$ cat src/core/lsi_cfg.svh
`ifndef LSI_CFG_SVH
`define LSI_CFG_SVH

`define LSI_ADDR_STATUS 8'h00
`define LSI_ADDR_TIMING 8'h01
`define LSI_ADDR_IRQ_MODE_SELECT 8'h02
`define LSI_ADDR_TL_LO 8'h03
`define LSI_ADDR_TL_HI 8'h04
`define LSI_ADDR_TH_LO 8'h05
`define LSI_ADDR_TH_HI 8'h06

`define LSI_HALT_BIT 6
`define LSI_MODE_BIT 4
`define LSI_PERSIST_MSB 3
`define LSI_STAT_IRQ_MODE_SELECT_BIT 5
`define LSI_STAT_VALID_BIT 4

`define LSI_RST_BYTE 8'h00
`define LSI_RST_WORD 16'h0000
`define LSI_CMD_CLEAR 2'h3

`define LSI_PERIOD_NS 2700000
`define LSI_CLK_NS 10
`define LSI_PERIOD_CYC (`LSI_PERIOD_NS / `LSI_CLK_NS)

`endif

$ cat src/core/lsi_pkg.sv
package lsi_pkg;

	typedef enum logic [2:0] {
		ST_IDLE = 3'h1,
		ST_INTEG = 3'h2,
		ST_HALT = 3'h4
	} lsi_state_t;

	typedef struct packed {
		logic halt_on_irq;
		logic irq_mode_select;
		logic [3:0] persist;
	} lsi_ctl_t;

	typedef struct packed {
		logic [15:0] low;
		logic [15:0] high;
	} lsi_thresh_t;

endpackage : lsi_pkg

$ cat src/core/lsi_irq.sv
`timescale 1ns/1ps
`default_nettype none
`include "lsi_cfg.svh"

module lsi_irq #(
	parameter int PERIOD_CYC = `LSI_PERIOD_CYC
) (
	input wire logic CLK,
	input wire logic RST_N,
	input wire logic REG_WR,
	input wire logic REG_WORD,
	input wire logic REG_RD,
	input wire logic [7:0] REG_ADDR,
	input wire logic [15:0] REG_WDATA,
	output logic [7:0] REG_RDATA,
	input wire logic CMD_STB,
	input wire logic [1:0] CMD_TXN,
	input wire logic ADC_EN,
	input wire logic [15:0] CH0_DATA,
	output logic INTEG_ACTIVE,
	output logic INTEG_DONE,
	output logic INT_N_O,
	output logic INT_N_OE
);

	////////////////////////////////////////////////////////////////////////////
	// Register file

	logic [7:0] integration_cycles_field_q, integration_cycles_field_d;
	lsi_pkg::lsi_ctl_t ctl_q, ctl_d;
	lsi_pkg::lsi_thresh_t thr_q, thr_d;
	logic [7:0] rdata_q, rdata_d;
	logic irq_q, irq_d;
	logic valid_q, valid_d;
	// Control byte as it would land, split out because a call result cannot be bit-selected
	logic [7:0] ctl_byte;

	function automatic logic hit(input logic [7:0] a, input logic [7:0] base);
		hit = REG_WR && ((a == base) || (REG_WORD && (a + 8'h01 == base)));
	endfunction : hit

	function automatic logic [7:0] pick(input logic [7:0] a, input logic [7:0] base);
		pick = (a == base) ? REG_WDATA[7:0] : REG_WDATA[15:8];
	endfunction : pick

	always_comb begin
		ctl_byte = pick(REG_ADDR, `LSI_ADDR_IRQ_MODE_SELECT);
		integration_cycles_field_d = integration_cycles_field_q;
		ctl_d = ctl_q;
		thr_d = thr_q;
		if (hit(REG_ADDR, `LSI_ADDR_TIMING)) begin
			integration_cycles_field_d = pick(REG_ADDR, `LSI_ADDR_TIMING);
		end
		if (hit(REG_ADDR, `LSI_ADDR_IRQ_MODE_SELECT)) begin
			ctl_d.halt_on_irq = ctl_byte[`LSI_HALT_BIT];
			ctl_d.irq_mode_select = ctl_byte[`LSI_MODE_BIT];
			ctl_d.persist = ctl_byte[`LSI_PERSIST_MSB:0];
		end
		// Thresholds are meant for word writes so both bytes land together
		if (hit(REG_ADDR, `LSI_ADDR_TL_LO)) thr_d.low[7:0] = pick(REG_ADDR, `LSI_ADDR_TL_LO);
		if (hit(REG_ADDR, `LSI_ADDR_TL_HI)) thr_d.low[15:8] = pick(REG_ADDR, `LSI_ADDR_TL_HI);
		if (hit(REG_ADDR, `LSI_ADDR_TH_LO)) thr_d.high[7:0] = pick(REG_ADDR, `LSI_ADDR_TH_LO);
		if (hit(REG_ADDR, `LSI_ADDR_TH_HI)) thr_d.high[15:8] = pick(REG_ADDR, `LSI_ADDR_TH_HI);
		rdata_d = rdata_q;
		if (REG_RD) begin
			case (REG_ADDR)
				`LSI_ADDR_STATUS: begin
					rdata_d = `LSI_RST_BYTE;
					rdata_d[`LSI_STAT_IRQ_MODE_SELECT_BIT] = irq_q;
					rdata_d[`LSI_STAT_VALID_BIT] = valid_q;
				end
				`LSI_ADDR_TIMING: rdata_d = integration_cycles_field_q;
				// Reserved bits 7 and 5 read back as zero
				`LSI_ADDR_IRQ_MODE_SELECT: rdata_d = {1'b0, ctl_q.halt_on_irq, 1'b0,
					ctl_q.irq_mode_select, ctl_q.persist};
				`LSI_ADDR_TL_LO: rdata_d = thr_q.low[7:0];
				`LSI_ADDR_TL_HI: rdata_d = thr_q.low[15:8];
				`LSI_ADDR_TH_LO: rdata_d = thr_q.high[7:0];
				`LSI_ADDR_TH_HI: rdata_d = thr_q.high[15:8];
				default: rdata_d = `LSI_RST_BYTE;
			endcase
		end
	end

	always_ff @(posedge CLK) begin
		if (!RST_N) begin
			integration_cycles_field_q <= `LSI_RST_BYTE;
			ctl_q <= '0;
			thr_q <= '0;
			rdata_q <= `LSI_RST_BYTE;
		end else begin
			integration_cycles_field_q <= integration_cycles_field_d;
			ctl_q <= ctl_d;
			thr_q <= thr_d;
			rdata_q <= rdata_d;
		end
	end

	assign REG_RDATA = rdata_q;

	////////////////////////////////////////////////////////////////////////////
	// Integration timer and interrupt

	lsi_pkg::lsi_state_t state_q, state_d;
	logic [18:0] tick_q, tick_d;
	logic [8:0] per_q, per_d;
	logic [8:0] per_need;
	logic done_q, done_d;
	logic [3:0] miss_q, miss_d;
	logic [3:0] miss_nxt;
	logic out_rng, fire, clr, oe_q, oe_d;

	// Two's complement: 0xFF is one period, 0x01 is 255 periods
	assign per_need = 9'h100 - {1'b0, integration_cycles_field_q};
	assign out_rng = (CH0_DATA <= thr_q.low) || (CH0_DATA > thr_q.high);
	assign clr = CMD_STB && (CMD_TXN == `LSI_CMD_CLEAR);
	assign miss_nxt = !out_rng ? 4'h0 : ((miss_q == 4'hF) ? miss_q : miss_q + 4'h1);
	assign fire = (ctl_q.persist == 4'h0) ||
		(out_rng && ((ctl_q.persist == 4'h1) || (miss_nxt >= ctl_q.persist)));

	always_comb begin
		state_d = state_q;
		tick_d = tick_q;
		per_d = per_q;
		done_d = 1'b0;
		miss_d = miss_q;
		valid_d = valid_q;
		case (state_q)
			lsi_pkg::ST_IDLE: begin
				tick_d = '0;
				per_d = '0;
				// A zero field means manual timing, which this timer leaves alone
				if (ADC_EN && (integration_cycles_field_q != `LSI_RST_BYTE)) state_d = lsi_pkg::ST_INTEG;
			end
			lsi_pkg::ST_INTEG: begin
				if (!ADC_EN) begin
					state_d = lsi_pkg::ST_IDLE;
				end else if (ctl_q.halt_on_irq && irq_q) begin
					state_d = lsi_pkg::ST_HALT;
				end else if (tick_q == 19'(PERIOD_CYC - 1)) begin
					tick_d = '0;
					if (per_q + 9'h001 == per_need) begin
						per_d = '0;
						done_d = 1'b1;
						valid_d = 1'b1;
						miss_d = miss_nxt;
					end else begin
						per_d = per_q + 9'h001;
					end
				end else begin
					tick_d = tick_q + 19'h00001;
				end
			end
			// Only a drop of the enable leaves a halt, so a clear alone cannot restart
			lsi_pkg::ST_HALT: if (!ADC_EN) state_d = lsi_pkg::ST_IDLE;
			default: state_d = lsi_pkg::ST_IDLE;
		endcase
		// Set wins over a clear landing in the same cycle
		irq_d = (done_d && fire && ctl_q.irq_mode_select) || (irq_q && !clr);
		oe_d = !(irq_d && ctl_q.irq_mode_select);
	end

	always_ff @(posedge CLK) begin
		if (!RST_N) begin
			state_q <= lsi_pkg::ST_IDLE;
			tick_q <= '0;
			per_q <= '0;
			done_q <= 1'b0;
			miss_q <= 4'h0;
			valid_q <= 1'b0;
			irq_q <= 1'b0;
			oe_q <= 1'b1;
		end else begin
			state_q <= state_d;
			tick_q <= tick_d;
			per_q <= per_d;
			done_q <= done_d;
			miss_q <= miss_d;
			valid_q <= valid_d;
			irq_q <= irq_d;
			oe_q <= oe_d;
		end
	end

	assign INTEG_ACTIVE = state_q[1];
	assign INTEG_DONE = done_q;
	assign INT_N_O = 1'b0 & oe_q;
	assign INT_N_OE = oe_q;
endmodule : lsi_irq
`default_nettype wire

$ cat config.mk
export PLATFORM = sky130hd
export DESIGN_NAME = lsi_irq
export DESIGN_NICKNAME = d
export VERILOG_FILES = /design/src/core/lsi_pkg.sv /design/src/core/lsi_irq.sv
export VERILOG_INCLUDE_DIRS = /design/src /design/src/core
export SDC_FILE = /design/constraint.sdc
export NUM_CORES = 1
export LEC_CHECK = 0
export ABC_CLOCK_PERIOD_IN_PS = 4300
export BUFFER_PORTS_ARGS = -buffer_cell sky130_fd_sc_hd__buf_4
export CAP_MARGIN = 25
export CORE_ASPECT_RATIO = 0.5
export CORE_MARGIN = 2
export CORE_UTILIZATION = 25
export CTS_CLUSTER_DIAMETER = 40
export CTS_CLUSTER_SIZE = 12
export DETAILED_ROUTE_END_ITERATION = 7
export PLACE_DENSITY = 0.39
export SLEW_MARGIN = 20
export SYNTH_ARGS = -nofsm -noshare
export SYNTH_HDL_FRONTEND = slang
export SYNTH_SLANG_ARGS = --single-unit
$ cat constraint.sdc
create_clock -name CLK -period 4.3 [get_ports CLK]
set_clock_uncertainty 0.2 [all_clocks]
set_input_delay 0.645 -clock CLK [delete_from_list [all_inputs] [get_ports CLK]]
set_output_delay 0.645 -clock CLK [all_outputs]
set_load 0.02 [all_outputs]
# Word level (Yosys, flattened, before mapping)
# Cells that the tools add are included.
totals:
  ff_bits: 93
  latchBits: 0
  ramBits: 0
  rom_bits: 0
  inputBits: 49
  output_inout_bits: 12
  wordCells: 120
  mem_count: 0
op_classes:
  n_addsub: 5
  n_mul: 0
  div: 0
  n_lt_le_gt_ge: 3
  eq_ne: 26
  shifts: 0
  muxes: 28
  n_bitwise: 1
  n_reduce_logical: 40
op_table:
  columns: ["op", "n"]
  rows:
  - ["19-bit 2-to-1 mux", 3]
  - ["8-bit case mux with 7 select lines", 1]
  - ["8-bit by 3-bit == test with 1-bit output, second input constant", 6]
  - ["8-bit 2-to-1 mux", 5]
  - ["19-bit case mux with 2 select lines", 1]
  - ["9-bit 2-to-1 mux", 4]
  - ["8-bit by 2-bit == test with 1-bit output, second input constant", 4]
  - ["1-bit logical AND", 20]
  - ["19-bit by 1-bit adder with 19-bit output, second input constant", 1]
  - ["19-bit == test, second input constant", 1]
  - ["9-bit case mux with 2 select lines", 1]
  - ["8-bit by 1-bit == test with 1-bit output, second input constant", 2]
  - ["16-bit > comparator", 1]
  - ["16-bit <= comparator", 1]
  - ["3-bit 2-to-1 mux", 4]
  - ["1-bit logical OR", 10]
  - ["2-bit inequality test, second input constant", 5]
  - ["9-bit by 1-bit adder with 9-bit output, second input constant", 1]
  - ["9-bit == test", 1]
  - ["3-bit case mux with 3 select lines", 1]
  - ["9-bit by 8-bit subtractor with 9-bit output, first input constant", 1]
  - ["8-bit by 1-bit adder with 8-bit output, second input constant", 1]
  - ["8-bit logical NOT", 1]
  - ["4-bit 2-to-1 mux", 2]
  - ["19 further kinds", 25]

# Logic depth before layout (Yosys ltp)
logic_depth:
  ltp_word: 12
  ltp_mapped: 16
  ltp_nobuf: 16

# Worst setup path before layout
# No wires, ideal clock.
synth_path:
  path_type: "input to register"
  from: "input CH0_DATA[1]"
  to: "register irq_q"
  setup_time_ns: 0.114
  t_arrival_ns: 3.187
  required_ns: 3.986
  path_slack_ns: 0.800
  cell_stages: 15
  n_path_buf: 0
  path_cell_list: "ha_1 > nor2b_1 > o211ai_1 > a2111o_1 > o211a_1 > o211ai_1 > nand2_1 > ha_1 > nand2b_1 > a21o_1 > a21oi_1 > nor2b_1 > o31ai_1 > nor2_1 > a21o_1"
synth_via:
  elab_chain_cells: 10
  word_cells_on_any_way: 11
  classes_between: "order compare (3); mux (1); reduce/logical (7)"
synth_rtl:
  columns: ["item", "line", "source"]
  rows:
  - ["start, declared", "lsi_irq.sv:19", "input wire logic [15:0] CH0_DATA,"]
  - ["16-bit <= comparator / 16-bit > comparator (equally long branches)", "lsi_irq.sv:115", "assign out_rng = (CH0_DATA <= thr_q.low) || (CH0_DATA > thr_q.high);"]
  - ["1-bit logical OR *", "lsi_irq.sv:115", null]
  - ["4-bit 2-to-1 mux", "lsi_irq.sv:117", "assign miss_nxt = !out_rng ? 4'h0 : ((miss_q == 4'hF) ? miss_q : miss_q + 4'h1);"]
  - ["4-bit greater-or-equal comparator", "lsi_irq.sv:119", "(out_rng && ((ctl_q.persist == 4'h1) || (miss_nxt >= ctl_q.persist)));"]
  - ["1-bit logical OR", "lsi_irq.sv:119", null]
  - ["1-bit logical AND *", "lsi_irq.sv:119", null]
  - ["1-bit logical OR *", "lsi_irq.sv:118", "assign fire = (ctl_q.persist == 4'h0) ||"]
  - ["1-bit logical AND * (2 in series)", "lsi_irq.sv:159", "irq_d = (done_d && fire && ctl_q.irq_mode_select) || (irq_q && !clr);"]
  - ["1-bit logical OR *", "lsi_irq.sv:159", null]
  - ["end signal, assigned", "lsi_irq.sv:180", "irq_q <= irq_d;"]
  - ["end, declared", "lsi_irq.sv:33", "logic irq_q, irq_d;"]
# Mark *: on every way between the ends. The rest lies on a longest branch, timed or not.
# A chain may end at the register's enable or synchronous reset.

# Worst setup path after layout
layout_path:
  from: "register integration_cycles_field_q[0]"
  to: "register miss_q[0]"
layout_via:
  elab_chain_cells: 3
layout_rtl:
  columns: ["item", "line", "source"]
  rows:
  - ["start, declared", "lsi_irq.sv:29", "logic [7:0] integration_cycles_field_q, integration_cycles_field_d;"]
  - ["start signal, assigned", "lsi_irq.sv:87", "integration_cycles_field_q <= `LSI_RST_BYTE;"]
  - ["start signal, assigned", "lsi_irq.sv:92", "integration_cycles_field_q <= integration_cycles_field_d;"]
  - ["9-bit by 8-bit subtractor with 9-bit output", "lsi_irq.sv:114", "assign per_need = 9'h100 - {1'b0, integration_cycles_field_q};"]
  - ["9-bit == test", "lsi_irq.sv:142", "if (per_q + 9'h001 == per_need) begin"]
  - ["5-bit AND reduction (no source line)", null, null]
  - ["end signal, assigned", "lsi_irq.sv:178", "miss_q <= miss_d;"]
  - ["end, declared", "lsi_irq.sv:109", "logic [3:0] miss_q, miss_d;"]
# Every way passes these cells.

==> metrics.md <==
| Metric | Value |
|---|---|
| Slew at the pin closest to its max-slew limit | `840 ps` |
| Total number of yosys warnings | `0` |
| Post-DRT Antenna Nets | `0` |
| Synthesized-area fraction occupied by xor and xnor cells | `2.76%` |
| Netlist Area Pre-Place | `roughly 6000 sq um` |
| Max IR drop VDD | `0.176 mV` |
| Worst hold path cell count | `1` |
| Reg-to-reg endpoint | `miss_q[0]` |
| Post-synthesis area per instance | `7.76 sq um` |
| Hold Path Sink | `state_q[2]` |
| Count of buffers added by post-CTS timing repair for setup | `0` |
| Post-synthesis compound-gate area fraction | `22.5%` |
| Maximum number of pins on one net before global-route repair | `55` |
| Share of the clock period used by the worst path after layout | `89.9%` |
| Antenna fix cells | `0` |
| Vias in the first global route | `5,431` |
| Post-synthesis register bit count | `93` |
| Global Route met3 Usage | `~2.8%` |
| Run status | `finished, final reports clean` |
| Fraction of final layout cells sized beyond drive strength 1 | `13.4%` |
| Core region area | `23,800 sq um` |
| Buffers on Ports | `between 50 and 60` |
| Global Route met1 Usage | `22.8%` |
| Number of I/O pins | `61` |
| Net count after synthesis | `866` |
| Worst slew margin | `between 40% and 50%` |
| Total number of nets in the final design | `912` |
| EDFF count, synth | `0` |
| Standard-cell rows | `40` |
| Initial core utilization | `between 20% and 30%` |
| Max-slew violation count | `0` |
| Number of maximum-capacitance constraint violations | `0` |
| Most used flip-flop cell after synthesis | `sky130_fd_sc_hd__dfxtp_1` |
| Clock root buffer master | `sky130_fd_sc_hd__clkbuf_16` |
| Seq/Total Area, Yosys | `30.9%` |
| Clock sinks | `a little over 90` |
| RSZ-0062 raised after global routing | `no` |
| Startpoint of the worst register-to-register path | `integration_cycles_field_q[0]` |
| Total power divided by cell area | `260 nW/um^2` |
| Final wirelength | `20,100 um` |
| Element type at the critical path end | `register` |
| Highest attainable clock frequency | `approximately 0.26 GHz` |
| Clock latency on the worst-skew pair | `360 ps` |
| Worst Path Class, Setup | `register to register` |
| TritonCTS clock tree | `yes` |
| # resized after CTS | `0` |
| Setup violations, final | `0` |
| Height of the die | `114 um` |
| Area growth from synthesis to layout | `18.0%` |
| Synth Instances | `777` |
| Worst Hold Class | `register to register` |
| Avg Vias per Cell | `approximately 5` |
| Inserted Clock Buffers | `9` |
| Length in cells of the worst reg-to-reg path | `10` |
| Fraction of registers with async set/reset | `0%` |
| Antenna violations before repair | `0` |
| Gr busiest metal | `met2` |
| # hold bufs at CTS | `0` |
| Post-route design area | `7120 sq um` |
| Remaining design rule violation count | `0` |
| Mean routed wirelength per cell | `~18 um` |
| Share of synthesized cell area in and, or, nand and nor gates | `24.1%` |
| First-pass GRT wire length | `31,600 um` |
| Die Outline Area | `25,400 sq um` |
| Global routing met2 resource utilization | `25.5%` |
| Util after Layout | `29.9%` |
| Commonest non-fill, non-tap cell in the layout | `sky130_fd_sc_hd__nor2_1` |
| CTS H-Tree Depth | `3` |
| Overall global routing resource usage | `16.0%` |
| Summed negative setup slack over all endpoints | `0 ps` |
| DIE WIDTH | `224 um` |
| Worst path arrival time | `3950 ps` |
| Fraction of the mapped netlist area in adder cells | `8.30%` |
| Remaining global-route overflow | `0` |
| Hpwl dp | `around 15,000 um` |
| Top fanout value on the critical path | `18` |
| Worst setup path startpoint | `integration_cycles_field_q[0]` |
| Commonest cells after routing, fill and taps aside | `95 x sky130_fd_sc_hd__nor2_1, 93 x sky130_fd_sc_hd__dfxtp_1, 91 x sky130_fd_sc_hd__nand2_1, 75 x sky130_fd_sc_hd__buf_4, 46 x sky130_fd_sc_hd__inv_1` |
| Static Leakage | `2.56 nW` |
| Detailed Routing Iterations Pass 1 | `5` |
| Count of endpoints failing hold in the final timing report | `0` |
| Worst min-delay path startpoint | `state_q[0]` |
| Overall power | `1.85 mW` |
| Element type at the critical path start | `register` |
| Final critical delay including setup and external delays | `about 3900 ps` |
| Routability-driven placement congestion ratio | `slightly above 0.8` |
| Dominant combinational cell family by area after synthesis | `simple AND/OR/NAND/NOR gates` |
| Clock slew at the register clock pins of the worst setup and hold paths | `70 ps` |
| Drt initial violations | `312` |
| Setup slack on the worst flop-to-flop path | `around 440 ps` |
| Number of buffers on the longest clock path | `2` |
| Distinct cell type count after synthesis | `62` |
| Cell area reported after detailed placement | `~6800 sq um` |
| Data required time at the worst endpoint | `roughly 4400 ps` |
| Total vias in the final route | `approximately 5,800` |
| Fraction of synthesized area in multiplexers | `5.69%` |
[where the power goes]
group,switching (mW),internal [mW]
clock,0.372,0.427
combinational,0.108,0.0744
sequential,0.00336,0.865
[registers in the layout, summed over array words and instances (netlist names), 3 cells and up]
| name | cells |
|---|---|
| REG_RDATA | 8 |
| ctl_q | 6 |
| integration_cycles_field_q | 8 |
| miss_q | 4 |
| per_q | 9 |
| state_q | 3 |
| thr_q | 32 |
| tick_q | 19 |
[cell usage after synthesis, types with 2 or more instances]
cell type / n / area share (%)
sky130_fd_sc_hd__a21o_1: 10 / 1.2
sky130_fd_sc_hd__a41oi_1: 4 / 0.58
sky130_fd_sc_hd__o31a_1: 2 / 0.29
sky130_fd_sc_hd__a221oi_1: 10 / 1.5
sky130_fd_sc_hd__o21ai_0: 22 / 1.8
sky130_fd_sc_hd__nand3b_1: 2 / 0.25
sky130_fd_sc_hd__a21boi_1: 3 / 0.37
sky130_fd_sc_hd__a311oi_1: 35 / 5.1
sky130_fd_sc_hd__nand4_1: 19 / 2.0
sky130_fd_sc_hd__dfxtp_1: 93 / 31
sky130_fd_sc_hd__buf_1: 2 / 0.12
sky130_fd_sc_hd__a22o_1: 3 / 0.44
sky130_fd_sc_hd__a22oi_1: 11 / 1.4
sky130_fd_sc_hd__o31ai_1: 3 / 0.37
sky130_fd_sc_hd__or2_2: 4 / 0.42
sky130_fd_sc_hd__nand2_1: 91 / 5.7
sky130_fd_sc_hd__o22ai_1: 8 / 0.83
sky130_fd_sc_hd__xor2_1: 7 / 1.0
sky130_fd_sc_hd__nor3b_1: 3 / 0.37
sky130_fd_sc_hd__a21boi_0: 5 / 0.62
sky130_fd_sc_hd__o211ai_1: 5 / 0.62
sky130_fd_sc_hd__and2_1: 4 / 0.42
sky130_fd_sc_hd__ha_1: 40 / 8.3
sky130_fd_sc_hd__nand3_1: 33 / 2.7
sky130_fd_sc_hd__xnor2_1: 12 / 1.7
sky130_fd_sc_hd__or4_1: 3 / 0.37
sky130_fd_sc_hd__and2_0: 2 / 0.21
sky130_fd_sc_hd__o2111ai_1: 3 / 0.44
sky130_fd_sc_hd__a31o_2: 3 / 0.44
sky130_fd_sc_hd__nor4_1: 7 / 0.73
sky130_fd_sc_hd__a2111o_1: 2 / 0.37
sky130_fd_sc_hd__a21oi_1: 40 / 3.3
sky130_fd_sc_hd__o21a_1: 4 / 0.50
sky130_fd_sc_hd__nor2_1: 95 / 5.9
sky130_fd_sc_hd__nand2b_1: 6 / 0.62
sky130_fd_sc_hd__mux2_2: 10 / 1.9
sky130_fd_sc_hd__or3_1: 3 / 0.31
sky130_fd_sc_hd__a211oi_1: 10 / 1.2
sky130_fd_sc_hd__nor3_1: 19 / 1.6
sky130_fd_sc_hd__mux2i_1: 23 / 3.8
sky130_fd_sc_hd__and3_1: 6 / 0.62
sky130_fd_sc_hd__clkbuf_1: 35 / 2.2
sky130_fd_sc_hd__inv_1: 47 / 2.9
sky130_fd_sc_hd__nor2b_1: 10 / 1.0
[metal layers]
metal	part of all wire, %	vias to the layer above
met1	50	2752
met3	3.8	12
met2	45	110
met5	0	-
li1	-	2930
met4	0.74	0
[per-stage QoR]
step | worst slack, ps | instances | hold WS (ps)
after global routing | 273 | 1143 | 300
final | 436 | 1143 | 271
after global placement | 493 | 1127 | 266
after floorplan | 800 | 777 | 228
after detailed placement | 459 | 1127 | 255
after CTS | 428 | 1143 | 273
[kinds of logic after synthesis]
group,count (synthesis)
AND/OR/NAND/NOR,312
AO/OA/AOI/OAI,191
flip-flops,93
buffers and inverters,88
adder cells (fa/ha/maj),40
multiplexers,33
XOR/XNOR,19
other,1
[how the worst max path moves through the flow]
stage | cells past startpoint | endpoint
2_1_floorplan | 15 | irq_q
3_3_place_gp | 10 | miss_q[0]
3_5_place_dp | 10 | miss_q[0]
4_1_cts | 10 | miss_q[0]
5_1_grt | 10 | miss_q[0]
6_report | 10 | miss_q[0]
[final cells by class]
class                   instances  area [sq um]
fillers                      2566         16700
multi-input cells             596          3830
flip-flops and latches         93          1860
repair buffers                 75           563
well taps                     315           394
clock buffers                  12           256
inverters                      48           180
clock inverters                 4          30.0
[worst max-delay path, stage by stage (launching register included)]
cell                      delay (ps)
sky130_fd_sc_hd__dfxtp_1         360
sky130_fd_sc_hd__inv_1            90
sky130_fd_sc_hd__ha_1            190
sky130_fd_sc_hd__or4b_4          480
sky130_fd_sc_hd__or4_4           450
sky130_fd_sc_hd__xor2_1          170
sky130_fd_sc_hd__a211o_1         240
sky130_fd_sc_hd__a32o_1          220
sky130_fd_sc_hd__or3_1           630
sky130_fd_sc_hd__or4_1           590
sky130_fd_sc_hd__a21oi_1         140
(Power assumes the default switching activity.)
